**config.mk**
```make
export PLATFORM = sky130hd
export DESIGN_NAME = uart_line_control
export DESIGN_NICKNAME = d
export VERILOG_FILES = /design/src/shared/uart_line_pkg.sv /design/src/design/uart_line_control.sv /design/src/design/char_transmit.sv /design/src/design/char_receive.sv
export VERILOG_INCLUDE_DIRS = /design/src /design/src/shared
export SDC_FILE = /design/constraint.sdc
export NUM_CORES = 1
export LEC_CHECK = 0
export ABC_AREA = 1
export BUFFER_PORTS_ARGS = -buffer_cell sky130_fd_sc_hd__clkbuf_2
export CORE_MARGIN = 4
export CORE_UTILIZATION = 48
export CTS_CLUSTER_DIAMETER = 150
export DETAILED_ROUTE_END_ITERATION = 16
export PLACE_DENSITY = 0.68
export REMOVE_ABC_BUFFERS = 1
export SLEW_MARGIN = 25
export SYNTH_ARGS = -nofsm -noshare
export SYNTH_HDL_FRONTEND = slang
export SYNTH_SLANG_ARGS = --single-unit
```
**constraint.sdc**
```tcl
create_clock -name ref_clk -period 5.6 [get_ports ref_clk]
set_input_delay 1.4 -clock ref_clk [delete_from_list [all_inputs] [get_ports ref_clk]]
set_output_delay 1.4 -clock ref_clk [all_outputs]
set_load 0.1 [all_outputs]
```
**src/shared/uart_line_map.svh**
```systemverilog
// Register offsets, field positions, reset values and timing for the
// line control logic. Included by the package user files by bare name.
`ifndef UART_LINE_MAP_SVH
`define UART_LINE_MAP_SVH

`define ADDR_DATA_OR_DIV_LOW 32'h5000_1100
`define ADDR_DIV_HIGH_SHARED 32'h5000_1104
`define ADDR_LINE_FORMAT 32'h5000_110c
`define ADDR_MODEM_CONTROL 32'h5000_1110
`define ADDR_UNIT_STATUS 32'h5000_111c

`define LF_DIVISOR_LATCH_ACCESS 7
`define LF_BREAK_CONTROL 6
`define LF_EVEN_PARITY_SELECT 4
`define LF_PARITY_ENABLE 3
`define LF_STOP_BITS 2
`define LF_DATA_LENGTH_HI 1
`define LF_DATA_LENGTH_LO 0
`define LF_WRITABLE_MASK 8'hdf
`define LF_RESET 8'h00

`define MC_LOOPBACK 4
`define MC_INFRARED 6
`define MC_RESET 8'h00

`define US_BUSY 0
`define US_RX_VALID 1
`define US_PARITY_ERROR 2
`define US_FRAME_ERROR 3

`define DIVISOR_RESET 16'h0001
`define MIN_DATA_BITS 4'h5

`endif

```
**src/shared/uart_line_pkg.sv**
```systemverilog
// Types shared by the serial line control design files.
package uart_line_pkg;
  typedef enum logic [2:0] {
    SER_IDLE,
    SER_START,
    SER_DATA,
    SER_PARITY,
    SER_STOP
  } ser_state_e;
endpackage

```
**src/design/uart_line_control.sv**
```systemverilog
// Line format register, divisor access, break and loopback steering,
// wrapped round a small transmitter and receiver.
// Assumes a one-cycle strobe register port on ref_clk.
//
// How it works
// - The divisor access bit changes only while the unit is idle.
// - With divisor access set the shared offsets reach the divisor.
// - Break without loopback holds the serial output low.
// - Break with infrared on keeps pulsing the infrared output.
// - Break in loopback goes to the receiver; infrared output low.
// - Even select gives an even count of ones, else odd.
// - Format fields other than break change only while the unit is idle.
// - Parity enable turns parity on for both directions.
// - Stop field one gives 1.5 stop bits at five bits, else two.
// - The receiver checks only the first stop bit.
// - Data length codes 00 to 11 give five to eight bits.
// - Plain loopback holds the output high and feeds tx to rx.
`timescale 1ns/1ps
`include "uart_line_map.svh"
module uart_line_control
  import uart_line_pkg::*;
(
  input wire logic ref_clk,
  input wire logic rst_n,
  input wire logic [31:0] addr,
  input wire logic [31:0] wdata,
  input wire logic wr,
  input wire logic rd,
  output logic [31:0] rdata,
  input wire logic serial_in,
  input wire logic ir_in,
  output logic serial_out,
  output logic ir_out
);
  logic [7:0] line_format;
  logic [7:0] modem_control;
  logic [15:0] divisor;
  logic [7:0] rx_char;
  logic rx_valid;
  logic rx_parity_error;
  logic rx_frame_error;
  logic serial_meta;
  logic serial_sync;
  logic ir_meta;
  logic ir_sync;
  logic break_pulse;
  logic tx_line;
  logic tx_first_half;
  logic tx_tick;
  logic tx_busy;
  logic rx_done;
  logic [7:0] rx_data;
  logic rx_par_err;
  logic rx_frm_err;
  logic rx_busy;

  wire busy = tx_busy || rx_busy;
  wire divisor_latch_access = line_format[`LF_DIVISOR_LATCH_ACCESS];
  wire break_control = line_format[`LF_BREAK_CONTROL];
  wire even_parity_select = line_format[`LF_EVEN_PARITY_SELECT];
  wire parity_enable = line_format[`LF_PARITY_ENABLE];
  wire stop_bits = line_format[`LF_STOP_BITS];
  wire [1:0] data_length_select =
    line_format[`LF_DATA_LENGTH_HI:`LF_DATA_LENGTH_LO];
  wire loopback = modem_control[`MC_LOOPBACK];
  wire infrared = modem_control[`MC_INFRARED];

  // Address decode. Software must leave divisor access clear for
  // normal data traffic; data writes go to the divisor low byte while it is set.
  wire hit_low = (addr == `ADDR_DATA_OR_DIV_LOW);
  wire hit_high = (addr == `ADDR_DIV_HIGH_SHARED);
  wire hit_format = (addr == `ADDR_LINE_FORMAT);
  wire hit_modem = (addr == `ADDR_MODEM_CONTROL);
  wire hit_status = (addr == `ADDR_UNIT_STATUS);
  wire wr_div_low = wr && hit_low && divisor_latch_access;
  wire wr_div_high = wr && hit_high && divisor_latch_access;
  wire wr_tx = wr && hit_low && !divisor_latch_access && !tx_busy;
  wire rd_rx = rd && hit_low && !divisor_latch_access;
  wire wr_format = wr && hit_format;
  wire wr_modem = wr && hit_modem;

  // All format bits but break are locked while busy; break stays writable so
  // a break can be raised mid-character.
  wire [7:0] format_lock_mask = busy ?
    (8'h01 << `LF_BREAK_CONTROL) : `LF_WRITABLE_MASK;
  wire [7:0] next_line_format =
    (line_format & ~format_lock_mask) |
    (wdata[7:0] & format_lock_mask);

  wire [31:0] status_word = {28'h0, rx_frame_error, rx_parity_error,
    rx_valid, busy};
  logic [31:0] next_rdata;
  always_comb
  begin
    next_rdata = 32'h0;
    if (hit_low && divisor_latch_access)
      next_rdata = {24'h0, divisor[7:0]};
    else if (hit_low)
      next_rdata = {24'h0, rx_char};
    else if (hit_high && divisor_latch_access)
      next_rdata = {24'h0, divisor[15:8]};
    else if (hit_format)
      next_rdata = {24'h0, line_format};
    else if (hit_modem)
      next_rdata = {24'h0, modem_control};
    else if (hit_status)
      next_rdata = status_word;
  end

  // Loopback path carries the break into the receiver.
  wire loop_line = break_control ? 1'b0 : tx_line;
  wire rx_line = loopback ? loop_line :
    infrared ? !ir_sync : serial_sync;

  wire next_serial_out = loopback ? 1'b1 :
    break_control ? 1'b0 : tx_line;
  wire next_ir_out = (loopback || !infrared) ? 1'b0 :
    break_control ? break_pulse :
    (tx_busy && !tx_line && tx_first_half);

  char_transmit u_tx (
    .ref_clk(ref_clk),
    .rst_n(rst_n),
    .start(wr_tx),
    .data(wdata[7:0]),
    .data_length_select(data_length_select),
    .stop_bits(stop_bits),
    .parity_enable(parity_enable),
    .even_parity_select(even_parity_select),
    .divisor(divisor),
    .tx_line(tx_line),
    .first_half(tx_first_half),
    .half_tick(tx_tick),
    .busy(tx_busy)
  );

  char_receive u_rx (
    .ref_clk(ref_clk),
    .rst_n(rst_n),
    .rx_line(rx_line),
    .data_length_select(data_length_select),
    .parity_enable(parity_enable),
    .even_parity_select(even_parity_select),
    .divisor(divisor),
    .done(rx_done),
    .data(rx_data),
    .parity_error(rx_par_err),
    .frame_error(rx_frm_err),
    .busy(rx_busy)
  );

  always_ff @(posedge ref_clk)
  begin
    serial_meta <= serial_in;
    serial_sync <= serial_meta;
    ir_meta <= ir_in;
    ir_sync <= ir_meta;
  end

  always_ff @(posedge ref_clk)
  begin
    if (!rst_n)
    begin
      line_format <= `LF_RESET;
      modem_control <= `MC_RESET;
      divisor <= `DIVISOR_RESET;
    end
    else
    begin
      if (wr_format)
        line_format <= next_line_format;
      if (wr_modem)
        modem_control <= wdata[7:0];
      if (wr_div_low)
        divisor[7:0] <= wdata[7:0];
      if (wr_div_high)
        divisor[15:8] <= wdata[7:0];
    end
  end

  // A character that lands in the cycle of a read still sets valid.
  always_ff @(posedge ref_clk)
  begin
    if (!rst_n)
    begin
      rx_char <= 8'h0;
      rx_valid <= 1'b0;
      rx_parity_error <= 1'b0;
      rx_frame_error <= 1'b0;
    end
    else if (rx_done)
    begin
      rx_char <= rx_data;
      rx_valid <= 1'b1;
      rx_parity_error <= rx_par_err;
      rx_frame_error <= rx_frm_err;
    end
    else if (rd_rx)
    begin
      rx_valid <= 1'b0;
      rx_parity_error <= 1'b0;
      rx_frame_error <= 1'b0;
    end
  end

  always_ff @(posedge ref_clk)
  begin
    if (!rst_n)
    begin
      rdata <= 32'h0;
      serial_out <= 1'b1;
      ir_out <= 1'b0;
      break_pulse <= 1'b0;
    end
    else
    begin
      rdata <= rd ? next_rdata : 32'h0;
      serial_out <= next_serial_out;
      ir_out <= next_ir_out;
      if (tx_tick)
        break_pulse <= !break_pulse;
    end
  end
endmodule

```
**src/design/char_transmit.sv**
```systemverilog
// Serialises one character at the programmed format.
// Assumes the divisor gives clocks per half bit and start is one cycle.
`timescale 1ns/1ps
`include "uart_line_map.svh"
module char_transmit
  import uart_line_pkg::*;
(
  input wire logic ref_clk,
  input wire logic rst_n,
  input wire logic start,
  input wire logic [7:0] data,
  input wire logic [1:0] data_length_select,
  input wire logic stop_bits,
  input wire logic parity_enable,
  input wire logic even_parity_select,
  input wire logic [15:0] divisor,
  output logic tx_line,
  output logic first_half,
  output logic half_tick,
  output logic busy
);
  ser_state_e state;
  logic [15:0] tcnt;
  logic [2:0] ht;
  logic [2:0] bidx;
  logic [7:0] shreg;
  logic par;
  wire [15:0] lim = (divisor == 16'h0) ? 16'h0 : divisor - 16'h1;
  // A divisor cut below the running count must still end the half bit,
  // or the counter would run all the way round first.
  wire tick = (tcnt >= lim);
  wire [2:0] last_bit = {1'b0, data_length_select} + 3'h4;
  // Bits above the programmed length must not reach the parity.
  wire [2:0] drop_bits = 3'h3 - {1'b0, data_length_select};
  wire [7:0] used_data = data & (8'hff >> drop_bits);
  // Half bits of stop: two, three for 1.5 with five bits, or four.
  wire [2:0] stop_last = !stop_bits ? 3'h1 :
    (data_length_select == 2'b00) ? 3'h2 : 3'h3;
  wire [2:0] elem_last = (state == SER_STOP) ? stop_last : 3'h1;
  wire elem_end = tick && (ht == elem_last);
  assign busy = (state != SER_IDLE);
  assign first_half = (ht == 3'h0);
  assign half_tick = tick;

  always_ff @(posedge ref_clk)
  begin
    if (!rst_n)
    begin
      state <= SER_IDLE;
      tcnt <= 16'h0;
      ht <= 3'h0;
      bidx <= 3'h0;
      shreg <= 8'h0;
      par <= 1'b0;
      tx_line <= 1'b1;
    end
    else
    begin
      tcnt <= (tick || (start && !busy)) ? 16'h0 : tcnt + 16'h1;
      if (tick)
        ht <= elem_end ? 3'h0 : ht + 3'h1;
      case (state)
        SER_IDLE:
          if (start)
          begin
            state <= SER_START;
            shreg <= data;
            // Even select makes parity equal the XOR of the data.
            par <= even_parity_select ? ^used_data : ~^used_data;
            bidx <= 3'h0;
            ht <= 3'h0;
            tx_line <= 1'b0;
          end
        SER_START:
          if (elem_end)
          begin
            state <= SER_DATA;
            tx_line <= shreg[0];
          end
        SER_DATA:
          if (elem_end)
          begin
            if (bidx == last_bit)
            begin
              // Parity sits between the last data bit and the stop.
              state <= parity_enable ? SER_PARITY : SER_STOP;
              tx_line <= parity_enable ? par : 1'b1;
            end
            else
            begin
              bidx <= bidx + 3'h1;
              tx_line <= shreg[bidx + 3'h1];
            end
          end
        SER_PARITY:
          if (elem_end)
          begin
            state <= SER_STOP;
            tx_line <= 1'b1;
          end
        SER_STOP:
          if (elem_end)
            state <= SER_IDLE;
        default:
          state <= SER_IDLE;
      endcase
    end
  end
endmodule

```
**src/design/char_receive.sv**
```systemverilog
// Deserialises one character at the programmed format.
// Assumes the line input is already synchronised to ref_clk.
`timescale 1ns/1ps
`include "uart_line_map.svh"
module char_receive
  import uart_line_pkg::*;
(
  input wire logic ref_clk,
  input wire logic rst_n,
  input wire logic rx_line,
  input wire logic [1:0] data_length_select,
  input wire logic parity_enable,
  input wire logic even_parity_select,
  input wire logic [15:0] divisor,
  output logic done,
  output logic [7:0] data,
  output logic parity_error,
  output logic frame_error,
  output logic busy
);
  ser_state_e state;
  logic [15:0] tcnt;
  logic ht;
  logic [2:0] bidx;
  wire [15:0] lim = (divisor == 16'h0) ? 16'h0 : divisor - 16'h1;
  wire tick = (tcnt >= lim);
  wire sample = tick && ht;
  wire [2:0] last_bit = {1'b0, data_length_select} + 3'h4;
  wire expect_par = even_parity_select ? ^data : ~^data;
  assign busy = (state != SER_IDLE);

  always_ff @(posedge ref_clk)
  begin
    if (!rst_n)
    begin
      state <= SER_IDLE;
      tcnt <= 16'h0;
      ht <= 1'b0;
      bidx <= 3'h0;
      data <= 8'h0;
      done <= 1'b0;
      parity_error <= 1'b0;
      frame_error <= 1'b0;
    end
    else
    begin
      done <= 1'b0;
      tcnt <= (tick || state == SER_IDLE) ? 16'h0 : tcnt + 16'h1;
      if (tick)
        ht <= !ht;
      case (state)
        SER_IDLE:
          if (!rx_line)
          begin
            state <= SER_START;
            ht <= 1'b0;
          end
        SER_START:
          // Mid start bit; a high line here was a glitch.
          if (tick)
          begin
            state <= rx_line ? SER_IDLE : SER_DATA;
            ht <= 1'b0;
            bidx <= 3'h0;
            data <= 8'h0;
            parity_error <= 1'b0;
          end
        SER_DATA:
          if (sample)
          begin
            data[bidx] <= rx_line;
            bidx <= bidx + 3'h1;
            if (bidx == last_bit)
              state <= parity_enable ? SER_PARITY : SER_STOP;
          end
        SER_PARITY:
          if (sample)
          begin
            parity_error <= (rx_line != expect_par);
            state <= SER_STOP;
          end
        SER_STOP:
          // Only the first stop bit is looked at, so idle comes early.
          if (sample)
          begin
            frame_error <= !rx_line;
            done <= 1'b1;
            state <= SER_IDLE;
          end
        default:
          state <= SER_IDLE;
      endcase
    end
  end
endmodule

```
* After elaboration in Yosys (flattened, before gate mapping)
Index checks and enable logic that the tools add are counted.
** Operators by class
- Shift-type cells :: 1
- Order comparisons :: 5
- Multiplexer cells :: 71
- Add/subtract/negate cells :: 8
- Bitwise gates (word level) :: 7
- Equality and inequality tests :: 30
- Reductions and logical operators :: 61
** Operators with widths (count)
- == test 32 x 31 -> 1 bit, second input constant :: 5
- 2-to-1 mux 3 bit :: 24
- 2-to-1 mux 8 bit :: 8
- adder 16 x 1 -> 16 bit, second input constant :: 2
- >= comparator 16 bit :: 2
- case mux 3 bit (5 select lines) :: 2
- 2-to-1 mux 1 bit :: 25
- bitwise AND 8 bit :: 3
- != test 2 x 1 -> 1 bit, second input constant :: 11
- logical AND 1 bit :: 18
- zero test 16 bit :: 1
- 2-to-1 mux 16 bit :: 1
- case mux 8 bit (2 select lines) :: 1
- XNOR reduction 8 bit :: 2
- parity 8 bit :: 2
- subtractor 16 x 1 -> 16 bit, second input constant :: 1
- == test 3 x 2 -> 1 bit, second input constant :: 4
- case mux 3 bit (2 select lines) :: 2
- AND reduction 6 bit :: 2
- adder 3 x 1 -> 3 bit, second input constant :: 3
- == test 3 bit :: 3
- zero test 3 bit :: 3
- bitwise mux 8 bit :: 1
- zero test 1 bit :: 8
- other kinds (29) :: 49
** Storage, ports and cells
- Logic and storage cells :: 215
- Input bits :: 70
- Register bits :: 151

* Depth between registers and ports, before layout
Gate-level depths: netlist of run 1.
- Depth after elaboration :: 10
- Depth in mapped cells :: 27
- Depth with buffers taken out :: 27

* Cells and area by module
Synthesis of run 1 repeated with hierarchy kept, for this count alone.
** Second synthesis, totals
- Cell total of the unflattened synthesis :: 1243
- Area total of the unflattened synthesis :: 8373.0 µm²
** Modules (own cells, without submodules)
- uart_line_control :: area each 2930.3 µm², times used 1, cells an instance 415
- char_receive :: area each 2765.2 µm², times used 1, cells an instance 410
- char_transmit :: area each 2677.6 µm², times used 1, cells an instance 418

* Least setup slack after synthesis of run 1
No wires, ideal clock.
- Kind :: reg-to-reg
- Start point :: register divisor[2]
- End point :: register u_rx.bidx[0]
- Cell stages (with the launch flop) :: 27
- Arrival :: 3.121 ns
- Library setup time :: 0.116 ns
- Slack :: 2.363 ns
- Required time :: 5.484 ns
- Clock period less this slack :: 3.237 ns
- Cell sequence :: dfxtp_1 nor2_1 nand2_1 nor2_1 nand4_1 inv_1 nand2_1 nor2_1 nand3_1 xor2_1 nand2_1 ha_1 nand2_1 inv_1 nand3_1 nor3_1 nand2_1 and2_1 inv_1 ha_1 inv_1 nand2_1 nand2_1 inv_1 nand2_1 o21ai_0 inv_1
** On the way
- Word-level cells in the longest chain between the ends :: 6
** RTL lines
- from (decl) :: RTL line uart_line_control.sv:37 : logic [15:0] divisor;
- from (signal assigned) :: RTL line uart_line_control.sv:166 : divisor <= `DIVISOR_RESET;
- from (signal assigned) :: RTL line uart_line_control.sv:175 : divisor[7:0] <= wdata[7:0];
- subtractor 16 x 1 -> 16 bit or zero test 16 bit (tied branches) :: RTL line char_receive.sv:25 : wire [15:0] lim = (divisor == 16'h0) ? 16'h0 : divisor - 16'h1;
- 2-to-1 mux 16 bit * :: RTL line char_receive.sv:25
- >= comparator 16 bit * :: RTL line char_receive.sv:26 : wire tick = (tcnt >= lim);
- logical AND 1 bit * :: RTL line char_receive.sv:27 : wire sample = tick && ht;
- via u_rx.sample :: RTL line char_receive.sv:27
- != test 2 x 1 -> 1 bit (no line) *
- AND reduction 3 bit (no line) *
- to (signal assigned) :: RTL line char_receive.sv:72 : bidx <= bidx + 3'h1;
- to (decl) :: RTL line char_receive.sv:24 : logic [2:0] bidx;
The timed path passes the listed nets; every way through them passes the cells marked *.
A chain may end at the register's enable or synchronous reset.

* Worst setup path after layout of run 1
- Start point :: register divisor[2]
- End point :: register u_rx.bidx[2]
The elaborated chain is that of the path after synthesis.

==> results.sh, run 1 <==
export IMPL_slew_margin_rel_pct=49.8
export IMPL_crit_required_ps=5950
export IMPL_fp_dieArea_um2=17300
export IMPL_postLayoutCoreUtil_pct=55.8
export IMPL_worstSetupStartpointType="register"
export IMPL_synth_distinct_cells=44
export IMPL_design_final_nets=1205
export IMPL_reg2reg_setup_slack_ps=1580
export IMPL_grt_start_max_net_pins=50
export IMPL_die_h_um=131
export IMPL_synth_ff_type="dfxtp_1"
export IMPL_post_route_drc_count=0
export IMPL_clk_pin_slew_worst_paths_ps=60
export IMPL_numCtsBuffers=17
export IMPL_layout_cells_most_common="nand2_1"
export IMPL_worst_path_max_fanout=9
export IMPL_finalWorstPathRequiredPeriod_ps=4020
export IMPL_clk_buf_depth=2
export IMPL_synth_area_um2=7300
export IMPL_synth_area_top_cells="dfxtp_1 (35%), nand2_1 (8.6%), ha_1 (7.2%)"
export IMPL_power_static_leakage_nw=3.61
export IMPL_syn_area_per_cell_um2=7.02
export IMPL_postCtsSetupBuffers=0
export IMPL_globalRouteOverflowTotal=0
export IMPL_global_route_wire_length_before_repair_mm=30.4
export IMPL_timing_final_setup_violations=0
export IMPL_synthesis_instances=1040
export IMPL_placed_cell_area_um2=7620
export IMPL_finalSetupTns_ps=0
export IMPL_grt_setup_unrepaired="no"
export IMPL_netSwitchingFraction_pct=34.3
export IMPL_grt_pass1_vias=6251
export IMPL_timing_final_max_slew_violations=0
export IMPL_layout_common_cells="nand2_1 (168), nor2_1 (137), dfxtp_1 (126), inv_1 (114), a21oi_1 (85)"
export IMPL_n_antenna_cell=0
export IMPL_fp_row_count=44
export IMPL_ys_seq_elements=126
export IMPL_synthArstFlopShare_pct=0
export IMPL_post_cts_resize_count=0
export IMPL_timing_critical_path_from="divisor[2]$_SDFFE_PN0P_"
export IMPL_dp_hpwl_mm=13.7
export IMPL_routed_wire_length_per_instance_um=14.1
export IMPL_clkPwrFrac_pct=40.3
export IMPL_outcome="complete, no violations"
export IMPL_drt_wl_total_mm=18.2
export IMPL_timing_hold_worst_class="reg -> reg"
export IMPL_type_of_the_worst_setup_path="reg -> reg"
export IMPL_placeableCoreArea_um2=14700
export IMPL_initial_antenna_violation_count=0
export IMPL_r2r_end="u_rx.bidx[2]$_SDFFE_PN0P_"
export IMPL_timing_final_crit_share_pct=71.8
export IMPL_initial_core_util_pct=49.7
export IMPL_tritoncts="done"
export IMPL_max_cap_violations=0
export IMPL_hold_fix_buffers_cts=0
export IMPL_worstSetupEndpoint="u_rx.bidx[2]$_SDFFE_PN0P_"
export IMPL_place_ws_ps=1610
export IMPL_ys_seq_area_share_pct=34.5
export IMPL_number_of_endpoints_with_negative_hold_slack_in_the_final_report=0
export IMPL_route_antenna_remaining_nets=0
export IMPL_cellPowerDensity_nw_per_um2=332
export IMPL_synth_enable_flop_cells=0
export IMPL_seq_power_share_pct=36.0
export IMPL_int_pwr_w=0.00179
export IMPL_via_count=6687
export IMPL_r2r_cells=26
export IMPL_yosys_warnings=0
export IMPL_clock_tree_htree_level_count=4
export IMPL_combinational_power_share_pct=23.6
export IMPL_clock_fmax_mhz=249
export IMPL_crit_reg2reg_launch="divisor[2]$_SDFFE_PN0P_"
export IMPL_switchingPower_w=0.000934
export IMPL_cts_sink_count=126
export IMPL_drive_gt1_share_pct=11.7
export IMPL_synth_top_cell_by_area="dfxtp_1"
export IMPL_portBuffers=55
export IMPL_grt_usage_pct=21.5
export IMPL_vdd_drop_max_v=0.000365
export IMPL_kind_of_end_point_of_the_critical_path="register"
export IMPL_layout_area_overhead_vs_synth_pct=12.4
export IMPL_detailedRoute_firstIterationViolations=448
export IMPL_cts_root_buf="clkbuf_16"
export IMPL_postLayoutCellArea_um2=8210
export IMPL_routabilityCongestion=0.884
export IMPL_worst_slew_pin_transition_ps=750
export IMPL_synth_top_area_share_pct=34.5
export IMPL_die_w_um=131
export IMPL_num_io_pins=104
export IMPL_clk_latency_ps=430
export IMPL_setup_ws_ps=1580
export IMPL_drtPass1Iterations=5
export IMPL_skew_ps=9.97
export IMPL_vias_cell=5.18
export IMPL_worst_ep_arrival_time_ps=4370
power groups by stage:
stage	combinational [W]	clock, W	sequential [W]
floorplan	0.000494	0	0.00100
global placement	0.000630	0	0.000999
detailed placement	0.000633	0	0.00100
CTS	0.000640	0.00111	0.000981
global route	0.000731	0.00115	0.000988
finish	0.000644	0.00110	0.000981
stage by stage:
step / total power [W] / hold WS [ps] / cells
final: 0.00272 / 327 / 1290
after global routing: 0.00287 / 337 / 1290
after CTS: 0.00274 / 327 / 1290
after detailed placement: 0.00163 / 314 / 1258
after global placement: 0.00163 / 314 / 1258
after floorplan: 0.00150 / 310 / 1018
layout make-up:
type	instances	area [µm²]
Clock buffer	17	425
Clock inverter	15	161
Fill cell	1439	6490
Inverter	122	458
Multi-Input combinational cell	770	4130
Sequential cell	126	2520
Tap cell	184	230
Timing Repair Buffer	56	283
synthesized netlist by cell type (10+ instances only):
| library cell | number |
|---|---|
| nand2_1 | 168 |
| clkbuf_1 | 12 |
| nor3_1 | 22 |
| xor2_1 | 22 |
| inv_1 | 114 |
| xnor2_1 | 12 |
| ha_1 | 42 |
| dfxtp_1 | 126 |
| nor2_1 | 137 |
| o21ai_0 | 76 |
| nand4_1 | 22 |
| or2_2 | 13 |
| nand3_1 | 68 |
| buf_4 | 26 |
| a21oi_1 | 85 |
| a211oi_1 | 17 |
| a31oi_1 | 10 |
flip-flops by register name, indices dropped and copies added (netlist names), 8 cells and up, named ones only:
register	cells
u_rx.tcnt	16
modem_control	8
divisor	16
rx_char	8
u_tx.tcnt	16
u_rx.data	8
rdata	8
u_tx.shreg	8
cells by family (layout without fill, tap and decap cells):
family                     Yosys count  count (layout)  share of synthesized area, %
adders and majority gates           42              42                          7.19
AOI/OAI and AO/OA                  201             201                          15.0
xor gates and xnor gates            34              34                          4.08
other                                1              24                        0.0513
DFF                                126             126                          34.5
and+or+nand+nor                    469             469                          29.0
buffers and inverters              167             210                          10.1
worst min path at each step:
stage	cells after the start	slack, ps	end	start
floorplan	0	310	ir_sync$_DFF_P_	ir_meta$_DFF_P_
global placement	0	310	serial_sync$_DFF_P_	serial_meta$_DFF_P_
detailed placement	0	310	ir_sync$_DFF_P_	ir_meta$_DFF_P_
CTS	0	330	ir_sync$_DFF_P_	ir_meta$_DFF_P_
global route	0	340	ir_sync$_DFF_P_	ir_meta$_DFF_P_
finish	0	330	ir_sync$_DFF_P_	ir_meta$_DFF_P_
per-layer routing:
| metal | share of wire [%] | GRT usage (%) | wire, µm |
|---|---|---|---|
| met1 | 45 | 27.5 | 8150 |
| met2 | 47 | 35.7 | 8630 |
| met3 | 5.4 | 5.54 | 976 |
| met4 | 2.6 | 6.94 | 468 |
| met5 | 0 | 0 | 0 |
worst max-delay path: stages (launching register included):
cell and delay [ps]:
dfxtp_1 360, nor2_1 130, nand2_1 90, nor2_1 200, nand4_1 140, inv_1 110, nand2_1 80, nor2_1 170
nand3_1 110, xor2_1 140, nand2_1 90, ha_1 310, nand2_1 70, inv_1 40, nand3_1 80, inv_1 50
a21oi_1 360, and2_1 240, inv_1 60, ha_1 210, inv_1 130, nand2_1 230, nand2_1 140, inv_1 100
nand2_1 110, nand2_1 60, a21oi_1 140
Power figures use the tool's default switching activity.
==> inputs of run 2 (changes only) <==
--- a/config.mk
+++ b/config.mk
@@ -12,7 +12,7 @@
 export CORE_UTILIZATION = 48
 export CTS_CLUSTER_DIAMETER = 150
 export DETAILED_ROUTE_END_ITERATION = 16
-export PLACE_DENSITY = 0.68
+export PLACE_DENSITY = 0.7
 export REMOVE_ABC_BUFFERS = 1
 export SLEW_MARGIN = 25
 export SYNTH_ARGS = -nofsm -noshare
==> constraint.sdc (replaced) <==
create_clock -name ref_clk -period 3.3 [get_ports ref_clk]
set_input_delay 0.825 -clock ref_clk [delete_from_list [all_inputs] [get_ports ref_clk]]
set_output_delay 0.825 -clock ref_clk [all_outputs]
set_load 0.1 [all_outputs]
==> run 2 against run 1 <==
Effect of this change: flip-flop and latch count unchanged; clock-buffer cell count unchanged; clock skew is essentially flat; largest power group unchanged; global-route usage up 0.26 points; clock power is 66% higher.
==> results.sh, run 2 (synthesized netlist as in run 1, its figures left out) <==
export IMPL_report_power_total_w=0.00471
export IMPL_worst_hold_path_endpoint="serial_sync$_DFF_P_"
export IMPL_placeableCoreArea_um2=14700
export IMPL_reg2reg_setup_slack_ps=130
export IMPL_num_io_pins=104
export IMPL_crit_reg2reg_launch="divisor[1]$_SDFFE_PN0P_"
export IMPL_slew_margin_rel_pct=45.0
export IMPL_grt_setup_unrepaired="yes"
export IMPL_r2r_cells=21
export IMPL_dp_hpwl_mm=14.0
export IMPL_hold_fix_buffers_cts=0
export IMPL_initial_core_util_pct=49.7
export IMPL_worstPathCellList="nor2_4 > nand2_2 > nor2_2 > nand4_1 > inv_2 > nand2_2 > nor2_2 > nand3_1 > xor2_1 > nand2_1 > buf_4 > buf_4 > ha_1 > a21oi_2 > o21ai_0 > nor2_1 > nand2_2 > inv_2 > nand3_1 > buf_12 > nor3b_1"
export IMPL_layout_cells_most_common="nand2_1"
export IMPL_type_of_the_worst_setup_path="reg -> reg"
export IMPL_numCtsBuffers=17
export IMPL_timing_final_max_slew_violations=0
export IMPL_power_static_leakage_nw=3.99
export IMPL_clk_latency_ps=430
export IMPL_crit_path_top_delay_cell="dfxtp_2"
export IMPL_path_buf_inv=5
export IMPL_vias_cell=5.19
export IMPL_timing_critical_path_max_delay_family="simple AND/OR/NAND/NOR gates"
export IMPL_placed_cell_area_um2=8130
export IMPL_place_ws_ps=-219
export IMPL_timing_final_setup_violations=0
export IMPL_hold_depth=0
export IMPL_finalWorstPathRequiredPeriod_ps=3170
export IMPL_layout_common_cells="nand2_1 (157), nor2_1 (125), dfxtp_1 (123), inv_1 (107), a21oi_1 (80)"
export IMPL_initial_antenna_violation_count=0
export IMPL_clk_pin_slew_worst_paths_ps=60
export IMPL_portBuffers=55
export IMPL_via_count=7068
export IMPL_worst_ep_arrival_time_ps=3510
export IMPL_cts_sink_count=126
export IMPL_grt_pass1_vias=6608
export IMPL_skew_ps=10.4
export IMPL_die_w_um=131
export IMPL_fp_dieArea_um2=17300
export IMPL_r2r_end="u_tx.tcnt[15]$_SDFF_PP0_"
export IMPL_clk_buf_depth=2
export IMPL_clock_fmax_mhz=316
export IMPL_clock_tree_htree_level_count=4
export IMPL_outcome="complete, no violations"
export IMPL_n_antenna_cell=0
export IMPL_vdd_drop_max_v=0.000626
export IMPL_cellPowerDensity_nw_per_um2=523
export IMPL_drive_gt1_share_pct=21.4
export IMPL_timing_hold_worst_class="reg -> reg"
export IMPL_routabilityCongestion=0.898
export IMPL_die_h_um=131
export IMPL_setup_ws_ps=133
export IMPL_drtPass1Iterations=6
export IMPL_postLayoutCellArea_um2=9010
export IMPL_grt_usage_pct=21.8
export IMPL_cts_root_buf="clkbuf_16"
export IMPL_crit_required_ps=3640
export IMPL_number_of_endpoints_with_negative_hold_slack_in_the_final_report=0
export IMPL_layout_area_overhead_vs_synth_pct=23.3
export IMPL_tritoncts="done"
export IMPL_timing_final_crit_share_pct=96.0
export IMPL_worst_path_max_fanout=16
export IMPL_worstSetupStartpointType="register"
export IMPL_crit_path_frequent_cell="nand2_2"
export IMPL_cp_slowest_stage_delay_ps=330
export IMPL_fp_row_count=44
export IMPL_post_route_drc_count=0
export IMPL_kind_of_end_point_of_the_critical_path="register"
export IMPL_drt_wl_total_mm=18.9
export IMPL_route_antenna_remaining_nets=0
export IMPL_detailedRoute_firstIterationViolations=446
export IMPL_worst_slew_pin_transition_ps=820
export IMPL_routed_wire_length_per_instance_um=13.9
export IMPL_globalRouteOverflowTotal=0
export IMPL_design_final_nets=1278
export IMPL_grt_start_max_net_pins=35
export IMPL_global_route_wire_length_before_repair_mm=31.0
export IMPL_top_regs="divisor x16, u_rx.tcnt x16, u_tx.tcnt x16"
export IMPL_min_delay_start="serial_meta$_DFF_P_"
export IMPL_max_cap_violations=0
## run 2: cell count changes in the layout (fill, tap and decap cells not counted), moves of 5 or more
cell     before  now
nand2_2       4   13
a21oi_1      85   80
o21ai_0      76   69
nor2_1      137  125
nor2_2        7   16
ha_1         42   37
inv_1       114  107
buf_4         1   70
nand2_1     168  157
## run 2: worst max-delay path by stage
stage | from | to | slack (ps) | cells after the start
final | divisor[1]$_SDFFE_PN0P_ | u_tx.tcnt[15]$_SDFF_PP0_ | 130 | 21
after detailed placement | divisor[0]$_SDFFE_PN1P_ | u_rx.state[1]$_SDFFE_PN0P_ | -220 | 27
after floorplan | divisor[2]$_SDFFE_PN0P_ | u_rx.bidx[0]$_SDFFE_PN0P_ | 70 | 26
after CTS | divisor[2]$_SDFFE_PN0P_ | u_tx.tcnt[15]$_SDFF_PP0_ | 10 | 21
after global placement | divisor[1]$_SDFFE_PN0P_ | u_rx.state[1]$_SDFFE_PN0P_ | -140 | 27
after global routing | divisor[1]$_SDFFE_PN0P_ | u_rx.state[1]$_SDFFE_PN0P_ | -90 | 26
## run 2: per-layer routing
layer	track usage (%)	up-vias	share of wire (%)
met5	0	-	0
met4	8.23	0	2.6
met3	4.43	34	4.7
met2	37.3	170	49
met1	27.1	3195	44
li1	-	3669	-
## run 2: where the power goes
group / switching [W] / leakage, nW / total [W] / internal, W
sequential: 0.0000735 / 1.02 / 0.00167 / 0.00159
combinational: 0.000825 / 2.70 / 0.00121 / 0.000390
clock: 0.000722 / 0.264 / 0.00183 / 0.00110
## run 2: metrics by stage
step           TNS, ps  hold WS, ps  std cells  utilization (%)
2_1_floorplan        0          310       1018                -
3_3_place_gp      -602          315       1322             55.3
3_5_place_dp     -1680          321       1322             55.3
4_1_cts              0          335       1357             59.7
5_1_grt           -818          343       1361             61.3
6_report             0          333       1361             61.3
## run 2: cell type report
class | instances | area (µm²)
Inverter | 122 | 464
Tap cell | 184 | 230
Multi-Input combinational cell | 770 | 4360
Sequential cell | 126 | 2530
Clock inverter | 13 | 143
Fill cell | 1364 | 5690
Clock buffer | 17 | 425
Timing Repair Buffer | 129 | 863
## run 2: timing repair
action | CTS | global route
setup endpoints to repair | 16 | 49
pin swaps | 15 | 27
setup buffers | 5 | 5
gates resized for setup | 21 | 54
